$ cat src/blit_defs.svh
// Register indices, field positions and reset values of the block-transfer engine
`ifndef BLIT_DEFS_SVH
`define BLIT_DEFS_SVH
// Register indices; byte address is four times the index
`define IX_CTRL     9'h100
`define IX_FMT      9'h101
`define IX_ROP      9'h102
`define IX_OP       9'h103
`define IX_SRC0     9'h104
`define IX_SRC1     9'h105
`define IX_SRC2     9'h106
`define IX_DST0     9'h108
`define IX_DST1     9'h109
`define IX_DST2     9'h10A
`define IX_STR_LO   9'h10C
`define IX_STR_HI   9'h10D
`define IX_W_LO     9'h110
`define IX_W_HI     9'h111
`define IX_H_LO     9'h112
`define IX_H_HI     9'h113
`define IX_KEY_LO   9'h114
`define IX_KEY_HI   9'h115
// Control register fields
`define CTRL_START  7
`define CTRL_DLIN   0
`define CTRL_SLIN   1
// Operation codes
`define OP_TMOVE    8'h05
`define OP_PATFILL  8'h06
// Colour format codes
`define FMT_8BPP    8'h00
`define FMT_16BPP   8'h01
// Reset values
`define RST_BYTE    8'h00
`define RST_ROP     8'h0C
`endif

$ cat src/blit_pkg.sv
// Types shared by the block-transfer engine
package blit_pkg;
  // Engine sequencer states, one-hot
  typedef enum logic [5:0] {
    st_idle  = 6'b000001,
    st_fetch = 6'b000010,
    st_rsrc  = 6'b000100,
    st_rdst  = 6'b001000,
    st_wdst  = 6'b010000,
    st_step  = 6'b100000
  } eng_state_e;
endpackage : blit_pkg

$ cat src/blit_engine.sv
// Block-transfer engine: transparent positive move and pattern fill with APB registers
`timescale 1ns/1ps
`default_nettype none
`include "blit_defs.svh"

// Summary of operation
// - Move copies pixels, skipping key-colour source pixels
// - Operation code 05h selects transparent move
// - Addresses only ascend; no negative variant
// - Source, destination each rectangular or linear
// - Both linear bits zero means rectangular
// - Width and height hold count minus one
// - Key colour from background registers, 16-bit at 01h, else low byte
// - Format 01h two-byte pixels, 00h one-byte
// - Line stride register counts 16-bit words
// - Writing 80h to control starts blit
// - Three-byte start addresses, upper-left pixel
// - Pattern fill repeats 8x8 off-screen pattern
// - Pattern combined through 16 raster operations
// - Source address encodes pattern start phase
// - Raster code selects operation; 0Ch copies
// - Control bit 7 reads 1 while active
module blit_engine #(
  parameter int AW = 24                // Display buffer byte address width
) (
  // Clock and reset
  input  wire logic          mclk,
  input  wire logic          rst_n,
  // APB slave
  input  wire logic          psel,
  input  wire logic          penable,
  input  wire logic          pwrite,
  input  wire logic [11:0]   paddr,
  input  wire logic [31:0]   pwdata,
  output logic               pready,
  output logic [31:0]        prdata,
  output logic               pslverr,
  // Display buffer memory port
  output logic               mem_req,
  output logic               mem_we,
  output logic               mem_wide,
  output logic [AW-1:0]      mem_addr,
  output logic [15:0]        mem_wdata,
  input  wire logic [15:0]   mem_rdata,
  input  wire logic          mem_ack,
  // Status
  output logic               blit_busy
);

  // Registers written by software
  logic          dlin_q;              // Destination linear select
  logic          slin_q;              // Source linear select
  logic [7:0]    fmt_q;               // Colour format
  logic [7:0]    rop_q;               // Raster operation code
  logic [7:0]    op_q;                // Operation select
  logic [23:0]   src_q;               // Source start address
  logic [23:0]   dst_q;               // Destination start address
  logic [15:0]   stride_q;            // Line stride in words
  logic [15:0]   width_q;             // Width minus one
  logic [15:0]   height_q;            // Height minus one
  logic [15:0]   key_q;               // Key colour

  // Engine state
  blit_pkg::eng_state_e state_q;      // Sequencer
  logic          busy_q;              // Engine active
  logic [15:0]   x_q;                 // Column counter
  logic [15:0]   y_q;                 // Row counter
  logic [AW-1:0] sptr_q;              // Current source pixel
  logic [AW-1:0] sline_q;             // Current source line start
  logic [AW-1:0] dptr_q;              // Current destination pixel
  logic [AW-1:0] dline_q;             // Current destination line start
  logic [AW-1:0] pbase_q;             // Pattern base
  logic [2:0]    pcol0_q;             // Pattern phase column
  logic [2:0]    pcol_q;              // Pattern column
  logic [2:0]    prow_q;              // Pattern row
  logic [15:0]   spix_q;              // Source pixel held
  logic          wide_q;              // Two-byte pixels latched
  logic          pat_q;               // Pattern fill latched

  // APB decode
  logic          acc;                 // Access phase, not yet answered
  logic          wr_en;               // Write takes effect
  logic [8:0]    ix;                  // Register index
  logic          hit;                 // Index is mapped
  logic          start;               // Start request accepted

  assign acc   = psel & penable & ~pready;
  assign ix    = paddr[10:2];
  assign wr_en = acc & pwrite & hit;

  // Bitwise raster operation: result bit = code[{s,d}]
  function automatic logic [15:0] rop_apply(input logic [3:0] c,
                                            input logic [15:0] s,
                                            input logic [15:0] d);
    logic [15:0] r;
    r = '0;
    for (int i = 0; i < 16; i++) begin
      r[i] = c[{s[i], d[i]}];
    end
    return r;
  endfunction : rop_apply

  // Advance from one line to the next
  function automatic logic [AW-1:0] line_step(input logic lin,
                                              input logic wide,
                                              input logic [15:0] w,
                                              input logic [15:0] str);
    logic [AW-1:0] n;
    n = lin ? AW'({w, 1'b0} + 17'h00002) : AW'({str, 1'b0});
    if (lin && !wide) begin
      n = AW'({1'b0, w} + 17'h00001);
    end
    return n;
  endfunction : line_step

  // Pixel size step in bytes
  function automatic logic [AW-1:0] pix_step(input logic wide);
    return wide ? AW'(2) : AW'(1);
  endfunction : pix_step

  // Mapped index check
  always_comb begin
    case (ix)
      `IX_CTRL, `IX_FMT, `IX_ROP, `IX_OP, `IX_SRC0, `IX_SRC1,
      `IX_SRC2, `IX_DST0, `IX_DST1, `IX_DST2, `IX_STR_LO,
      `IX_STR_HI, `IX_W_LO, `IX_W_HI, `IX_H_LO, `IX_H_HI,
      `IX_KEY_LO, `IX_KEY_HI: hit = ~paddr[11] & (paddr[1:0] == 2'b00);
      default:                hit = 1'b0;
    endcase
  end

  // Start only when idle, with a supported operation
  assign start = wr_en & (ix == `IX_CTRL) & pwdata[`CTRL_START] & ~busy_q
               // Unsupported operation codes leave the engine idle
               & ((op_q == `OP_TMOVE) | (op_q == `OP_PATFILL));

  // APB answer: one wait state, registered
  always_ff @(posedge mclk) begin
    if (!rst_n) begin
      pready  <= 1'b0;
      pslverr <= 1'b0;
      prdata  <= 32'h0000_0000;
    end else begin
      pready  <= acc;
      pslverr <= acc & ~hit;
      prdata  <= 32'h0000_0000;
      if (acc && !pwrite && hit) begin
        case (ix)
          `IX_CTRL:   prdata[7:0] <= {busy_q, 5'b00000, slin_q, dlin_q};
          `IX_FMT:    prdata[7:0] <= fmt_q;
          `IX_ROP:    prdata[7:0] <= rop_q;
          `IX_OP:     prdata[7:0] <= op_q;
          `IX_SRC0:   prdata[7:0] <= src_q[7:0];
          `IX_SRC1:   prdata[7:0] <= src_q[15:8];
          `IX_SRC2:   prdata[7:0] <= src_q[23:16];
          `IX_DST0:   prdata[7:0] <= dst_q[7:0];
          `IX_DST1:   prdata[7:0] <= dst_q[15:8];
          `IX_DST2:   prdata[7:0] <= dst_q[23:16];
          `IX_STR_LO: prdata[7:0] <= stride_q[7:0];
          `IX_STR_HI: prdata[7:0] <= stride_q[15:8];
          `IX_W_LO:   prdata[7:0] <= width_q[7:0];
          `IX_W_HI:   prdata[7:0] <= width_q[15:8];
          `IX_H_LO:   prdata[7:0] <= height_q[7:0];
          `IX_H_HI:   prdata[7:0] <= height_q[15:8];
          `IX_KEY_LO: prdata[7:0] <= key_q[7:0];
          `IX_KEY_HI: prdata[7:0] <= key_q[15:8];
          default:    prdata[7:0] <= 8'h00;
        endcase
      end
    end
  end

  // Setup register writes
  always_ff @(posedge mclk) begin
    if (!rst_n) begin
      dlin_q   <= 1'b0;
      slin_q   <= 1'b0;
      fmt_q    <= `RST_BYTE;
      rop_q    <= `RST_ROP;
      op_q     <= `RST_BYTE;
      src_q    <= 24'h00_0000;
      dst_q    <= 24'h00_0000;
      stride_q <= 16'h0000;
      width_q  <= 16'h0000;
      height_q <= 16'h0000;
      key_q    <= 16'h0000;
    end else if (wr_en) begin
      case (ix)
        `IX_CTRL: begin
          dlin_q <= pwdata[`CTRL_DLIN];
          slin_q <= pwdata[`CTRL_SLIN];
        end
        `IX_FMT:    fmt_q           <= pwdata[7:0];
        `IX_ROP:    rop_q           <= pwdata[7:0];
        `IX_OP:     op_q            <= pwdata[7:0];
        `IX_SRC0:   src_q[7:0]      <= pwdata[7:0];
        `IX_SRC1:   src_q[15:8]     <= pwdata[7:0];
        `IX_SRC2:   src_q[23:16]    <= pwdata[7:0];
        `IX_DST0:   dst_q[7:0]      <= pwdata[7:0];
        `IX_DST1:   dst_q[15:8]     <= pwdata[7:0];
        `IX_DST2:   dst_q[23:16]    <= pwdata[7:0];
        `IX_STR_LO: stride_q[7:0]   <= pwdata[7:0];
        `IX_STR_HI: stride_q[15:8]  <= pwdata[7:0];
        `IX_W_LO:   width_q[7:0]    <= pwdata[7:0];
        `IX_W_HI:   width_q[15:8]   <= pwdata[7:0];
        `IX_H_LO:   height_q[7:0]   <= pwdata[7:0];
        `IX_H_HI:   height_q[15:8]  <= pwdata[7:0];
        `IX_KEY_LO: key_q[7:0]      <= pwdata[7:0];
        `IX_KEY_HI: key_q[15:8]     <= pwdata[7:0];
        default:    op_q            <= op_q;
      endcase
    end
  end

  // Key match on the fetched source pixel
  logic key_hit;
  assign key_hit = wide_q ? (mem_rdata == key_q)
                          : (mem_rdata[7:0] == key_q[7:0]);

  // Pattern pixel address: base plus (row*8+col) pixels
  logic [AW-1:0] pat_addr;
  assign pat_addr = pbase_q
                  + (wide_q ? AW'({prow_q, pcol_q, 1'b0})
                            : AW'({prow_q, pcol_q}));

  // Last pixel of the line and of the area
  logic end_x;
  logic end_y;
  assign end_x = (x_q == width_q);
  assign end_y = (y_q == height_q);

  // Sequencer and memory port
  always_ff @(posedge mclk) begin
    if (!rst_n) begin
      state_q   <= blit_pkg::st_idle;
      busy_q    <= 1'b0;
      mem_req   <= 1'b0;
      mem_we    <= 1'b0;
      mem_wide  <= 1'b0;
      mem_addr  <= '0;
      mem_wdata <= 16'h0000;
      spix_q    <= 16'h0000;
    end else begin
      case (state_q)
        // Wait for a start command
        blit_pkg::st_idle: begin
          if (start) begin
            busy_q  <= 1'b1;
            state_q <= blit_pkg::st_fetch;
          end
        end
        // Issue the source or pattern read
        blit_pkg::st_fetch: begin
          mem_req  <= 1'b1;
          mem_we   <= 1'b0;
          mem_wide <= wide_q;
          mem_addr <= pat_q ? pat_addr : sptr_q;
          state_q  <= blit_pkg::st_rsrc;
        end
        // Source pixel arrives
        blit_pkg::st_rsrc: begin
          if (mem_ack) begin
            spix_q <= mem_rdata;
            if (pat_q) begin
              mem_addr <= dptr_q;
              state_q  <= blit_pkg::st_rdst;
            end else if (key_hit) begin
              mem_req  <= 1'b0;
              state_q  <= blit_pkg::st_step;
            end else begin
              mem_we    <= 1'b1;
              mem_addr  <= dptr_q;
              mem_wdata <= mem_rdata;
              state_q   <= blit_pkg::st_wdst;
            end
          end
        end
        // Destination pixel arrives; combine and write
        blit_pkg::st_rdst: begin
          if (mem_ack) begin
            mem_we    <= 1'b1;
            mem_wdata <= rop_apply(rop_q[3:0], spix_q, mem_rdata);
            state_q   <= blit_pkg::st_wdst;
          end
        end
        // Write completes
        blit_pkg::st_wdst: begin
          if (mem_ack) begin
            mem_req <= 1'b0;
            mem_we  <= 1'b0;
            state_q <= blit_pkg::st_step;
          end
        end
        // Advance or finish
        blit_pkg::st_step: begin
          if (end_x && end_y) begin
            busy_q  <= 1'b0;
            state_q <= blit_pkg::st_idle;
          end else begin
            state_q <= blit_pkg::st_fetch;
          end
        end
        default: begin
          busy_q  <= 1'b0;
          mem_req <= 1'b0;
          state_q <= blit_pkg::st_idle;
        end
      endcase
    end
  end

  // Walk counters and pointers, ascending only
  always_ff @(posedge mclk) begin
    if (!rst_n) begin
      x_q     <= 16'h0000;
      y_q     <= 16'h0000;
      sptr_q  <= '0;
      sline_q <= '0;
      dptr_q  <= '0;
      dline_q <= '0;
      pbase_q <= '0;
      pcol0_q <= 3'b000;
      pcol_q  <= 3'b000;
      prow_q  <= 3'b000;
      wide_q  <= 1'b0;
      pat_q   <= 1'b0;
    end else if (state_q == blit_pkg::st_idle && start) begin
      x_q     <= 16'h0000;
      y_q     <= 16'h0000;
      sptr_q  <= AW'(src_q);
      sline_q <= AW'(src_q);
      dptr_q  <= AW'(dst_q);
      dline_q <= AW'(dst_q);
      wide_q  <= (fmt_q == `FMT_16BPP);
      pat_q   <= (op_q == `OP_PATFILL);
      if (fmt_q == `FMT_16BPP) begin
        pbase_q <= AW'({src_q[23:7], 7'h00});
        pcol0_q <= src_q[3:1];
        pcol_q  <= src_q[3:1];
        prow_q  <= src_q[6:4];
      end else begin
        pbase_q <= AW'({src_q[23:6], 6'h00});
        pcol0_q <= src_q[2:0];
        pcol_q  <= src_q[2:0];
        prow_q  <= src_q[5:3];
      end
    end else if (state_q == blit_pkg::st_step && !(end_x && end_y)) begin
      if (!end_x) begin
        x_q    <= x_q + 16'h0001;
        sptr_q <= sptr_q + pix_step(wide_q);
        dptr_q <= dptr_q + pix_step(wide_q);
        pcol_q <= pcol_q + 3'b001;
      end else begin
        x_q     <= 16'h0000;
        y_q     <= y_q + 16'h0001;
        sline_q <= sline_q + line_step(slin_q, wide_q, width_q, stride_q);
        sptr_q  <= sline_q + line_step(slin_q, wide_q, width_q, stride_q);
        dline_q <= dline_q + line_step(dlin_q, wide_q, width_q, stride_q);
        dptr_q  <= dline_q + line_step(dlin_q, wide_q, width_q, stride_q);
        pcol_q  <= pcol0_q;
        prow_q  <= prow_q + 3'b001;
      end
    end
  end

  // Status output
  assign blit_busy = busy_q;

endmodule : blit_engine
`default_nettype wire

$ cat config.mk
export PLATFORM = sky130hd
export DESIGN_NAME = blit_engine
export DESIGN_NICKNAME = d
export VERILOG_FILES = /design/src/blit_pkg.sv /design/src/blit_engine.sv
export VERILOG_INCLUDE_DIRS = /design/src
export SDC_FILE = /design/constraint.sdc
export NUM_CORES = 1
export LEC_CHECK = 0
export BUFFER_PORTS_ARGS = -buffer_cell sky130_fd_sc_hd__buf_2
export CAP_MARGIN = 20
export CORE_AREA = 2 2 210 212
export DETAILED_ROUTE_END_ITERATION = 6
export DIE_AREA = 0 0 212 214
export MAX_ROUTING_LAYER = met4
export PLACE_DENSITY = 0.67
export SLEW_MARGIN = 10
export SYNTH_ARGS = -nofsm -noshare
export SYNTH_HDL_FRONTEND = slang
export SYNTH_SLANG_ARGS = --single-unit
export TNS_END_PERCENT = 1
$ cat constraint.sdc
create_clock -name mclk -period 4.5 [get_ports mclk]
set_input_delay 0.675 -clock mclk [delete_from_list [all_inputs] [get_ports mclk]]
set_output_delay 0.675 -clock mclk [all_outputs]
set_load 0.1 [all_outputs]
==> flow_summary.json <==
{
  "antenna_found_initial": 1,
  "drt_wl_total_mm": 74.10,
  "rows": 76,
  "insertion_delay_ns": 0.58,
  "power_mw": 7.135,
  "fin_util": 0.5523,
  "vdd_drop_max_v": 0.0003737,
  "finClkSkew_ns": 0.01616,
  "dp_hpwl_mm": 53.53,
  "grt_max_degree": 136,
  "worstMarginPinSlew_ns": 1.046,
  "pre_cts_ws_ns": 0.3405,
  "start_util": 0.4954,
  "seq_area_frac_synth": 0.3495,
  "drive_above_1_share": 0.1228,
  "grt_usage": 0.3303,
  "first_pass_iters": 6,
  "final_nets": 2755,
  "die_area_mm2": 0.04537,
  "port_buffers": 95,
  "synth_flop_cell": "dfxtp_1",
  "synth_cells": 2593,
  "route.vias.total": 20020,
  "cp.arrival_ns": 4.54,
  "via_per_inst": 6.164,
  "grt-ovfl-total": 0,
  "relSlewSlack": 0.3013,
  "cts_buffers": 41,
  "clk_pin_slew_ns": 0.06,
  "fin_setup_tns_ns": 0,
  "rrSetupSlack_ns": 0.39,
  "hold_violations": 0,
  "cp_max_fo": 10,
  "cp-start-kind": "flip-flop",
  "ant_nets": 0,
  "cts_tree": "built",
  "rsz0062_at_grt": "false",
  "final_common_cell": "dfxtp_1",
  "synth_warnings": 0,
  "status": "finished, final reports clean",
  "finalSetupViolations": 0,
  "grt_pass1_vias": 19170,
  "synth_edf_count": 0,
  "grt_pass1_wl_mm": 112.3,
  "die_width_um": 212,
  "syn_to_final_growth_pct": 11.47,
  "timing.fmax_ghz": 0.2435,
  "drtIter0Drc": 1786,
  "setup_slack_ns": 0.3937,
  "antennaDiodeCount": 0,
  "most-common-layout-cells": "dfxtp_1, nor2_1, nand2_1",
  "criticalPathCategory": "flip-flop to flip-flop",
  "die_y_um": 214,
  "boundaryPins": 144,
  "syn_area_mm2": 0.02125,
  "cts_hold_buf": 0,
  "avgRoutedWirePerCell_um": 22.81,
  "drc_errors": 0,
  "cts_htree_levels": 2,
  "maxCapViolations": 0,
  "fin_crit_sh": 0.9125,
  "finalWorstPathRequiredPeriod_ns": 4.106,
  "cts_root_buffer": "clkbuf_16",
  "critPathCaptureType": "flip-flop",
  "core-area_mm2": 0.04289,
  "maxSlewViolCount": 0,
  "powerDensity_mw_per_mm2": 301.3,
  "cts_sinks": 371,
  "cp.required_ns": 4.93,
  "cts_buffer_depth": 3,
  "yosysUniqueCellTypes": 79,
  "synth.avg_cell_area_um2": 8.194,
  "ys_ff_latch": 371,
  "async_flop_share": 0,
  "hp-class": "primary input to flip-flop",
  "gp_congestion": 1.024,
  "leakage_nw": 8.851
}
==> flip-flops by register name (all words and copies together), names as in the netlist, 18 cells and up <==
register,count
pbase_q,18
dline_q,24
sline_q,24
src_q,24
dst_q,24
dptr_q,24
mem_addr,24
sptr_q,24
==> Yosys cell counts (12+ instances only) <==
library cell	instances	area (µm²)
nand2_1	285	1070
o31ai_1	23	172.7
buf_2	36	180.2
nand4_1	36	225.2
or3_1	12	75.07
and3_1	34	212.7
nand3_1	82	410.4
a31oi_1	20	125.1
nor3_2	16	160.2
a21o_1	13	97.59
mux2i_1	185	1852
inv_1	29	108.9
buf_4	25	187.7
nor4_1	17	106.4
a22o_1	17	148.9
o21ai_0	113	565.5
mux2_2	42	473.0
nor2_1	331	1242
nor3_1	34	170.2
xnor2_1	61	534.3
dfxtp_1	371	7427
a22oi_1	69	518.0
a221oi_1	28	245.2
and2_1	16	100.1
a21oi_1	203	1016
a211oi_1	45	337.8
xor2_1	98	858.3
ha_1	53	663.1
clkbuf_1	118	442.9
nor2b_1	13	81.33
==> power by group <==
part	total (mW)	switching [mW]	internal, mW
Clock	3.53	1.48	2.04
Combinational	0.315	0.265	0.0502
Sequential	3.30	0.00635	3.29
Total	7.14	1.75	5.38
==> worst max-delay path: stages, from the launching register on <==
cell      delay, ns
dfxtp_1        0.52
nand2_1        0.11
nor2_1         0.16
nand2_1        0.19
nor2_1         0.33
nand4_1        0.13
and3_1         0.20
a21oi_1        0.23
mux2_2         0.23
ha_1           0.21
and3_1         0.22
nand4_1        0.10
a211oi_1       0.41
o21ai_1        0.24
a21boi_0       0.27
mux2i_1        0.30
o21ai_0        0.12
==> final timing paths <==
check               startpoint         end  cells after the start
setup reg to reg    width_q[2]  sptr_q[19]                     16
hold / removal    mem_rdata[9]   spix_q[9]                      3
setup / recovery    width_q[2]  sptr_q[19]                     16
hold reg to reg       rop_q[5]    rop_q[5]                      2
==> cell type report <==
type,instances,area (µm²)
fillers,4016,19200
multi-input cells,2023,12980
flip-flops and latches,371,7431
clock buffers,55,1190
repair buffers,164,1013
well taps,585,732.0
clock inverters,19,216.5
inverters,31,123.9
==> cells by family after synthesis <==
| kind of cell | share of synthesized area |
|---|---|
| and+or+nand+nor | 0.2069 |
| AOI/OAI and AO/OA | 0.1874 |
| DFF | 0.3495 |
| muxes | 0.1094 |
| buffers and inverters | 0.04611 |
| xor gates and xnor gates | 0.06554 |
| adders and majority gates | 0.03498 |
| other | 0.0001765 |
==> repair_timing <==
item / in CTS / in global routing
resized for setup: 0 / 3
buffers inserted: 0 / 0
setup endpoints to repair: 0 / 15
==> metal layers <==
metal | vias to the layer above | wire length (µm) | global-route usage
met5 | - | 0 | -
met3 | 204 | 5231 | 0.04823
met4 | 0 | 4008 | 0.1714
met2 | 817 | 34050 | 0.5132
li1 | 9373 | - | -
met1 | 9626 | 30810 | 0.4156
==> through the flow <==
stage,cells,hold WS [ns],cell area (µm²)
4_1_cts,3247,0.3634,23660
5_1_grt,3248,0.3877,23680
3_3_place_gp,3173,0.4435,22250
6_report,3248,0.3805,23680
2_1_floorplan,2616,0.4360,21330
3_5_place_dp,3173,0.4491,22250
Note: power is estimated with default switching activity, not from simulation.
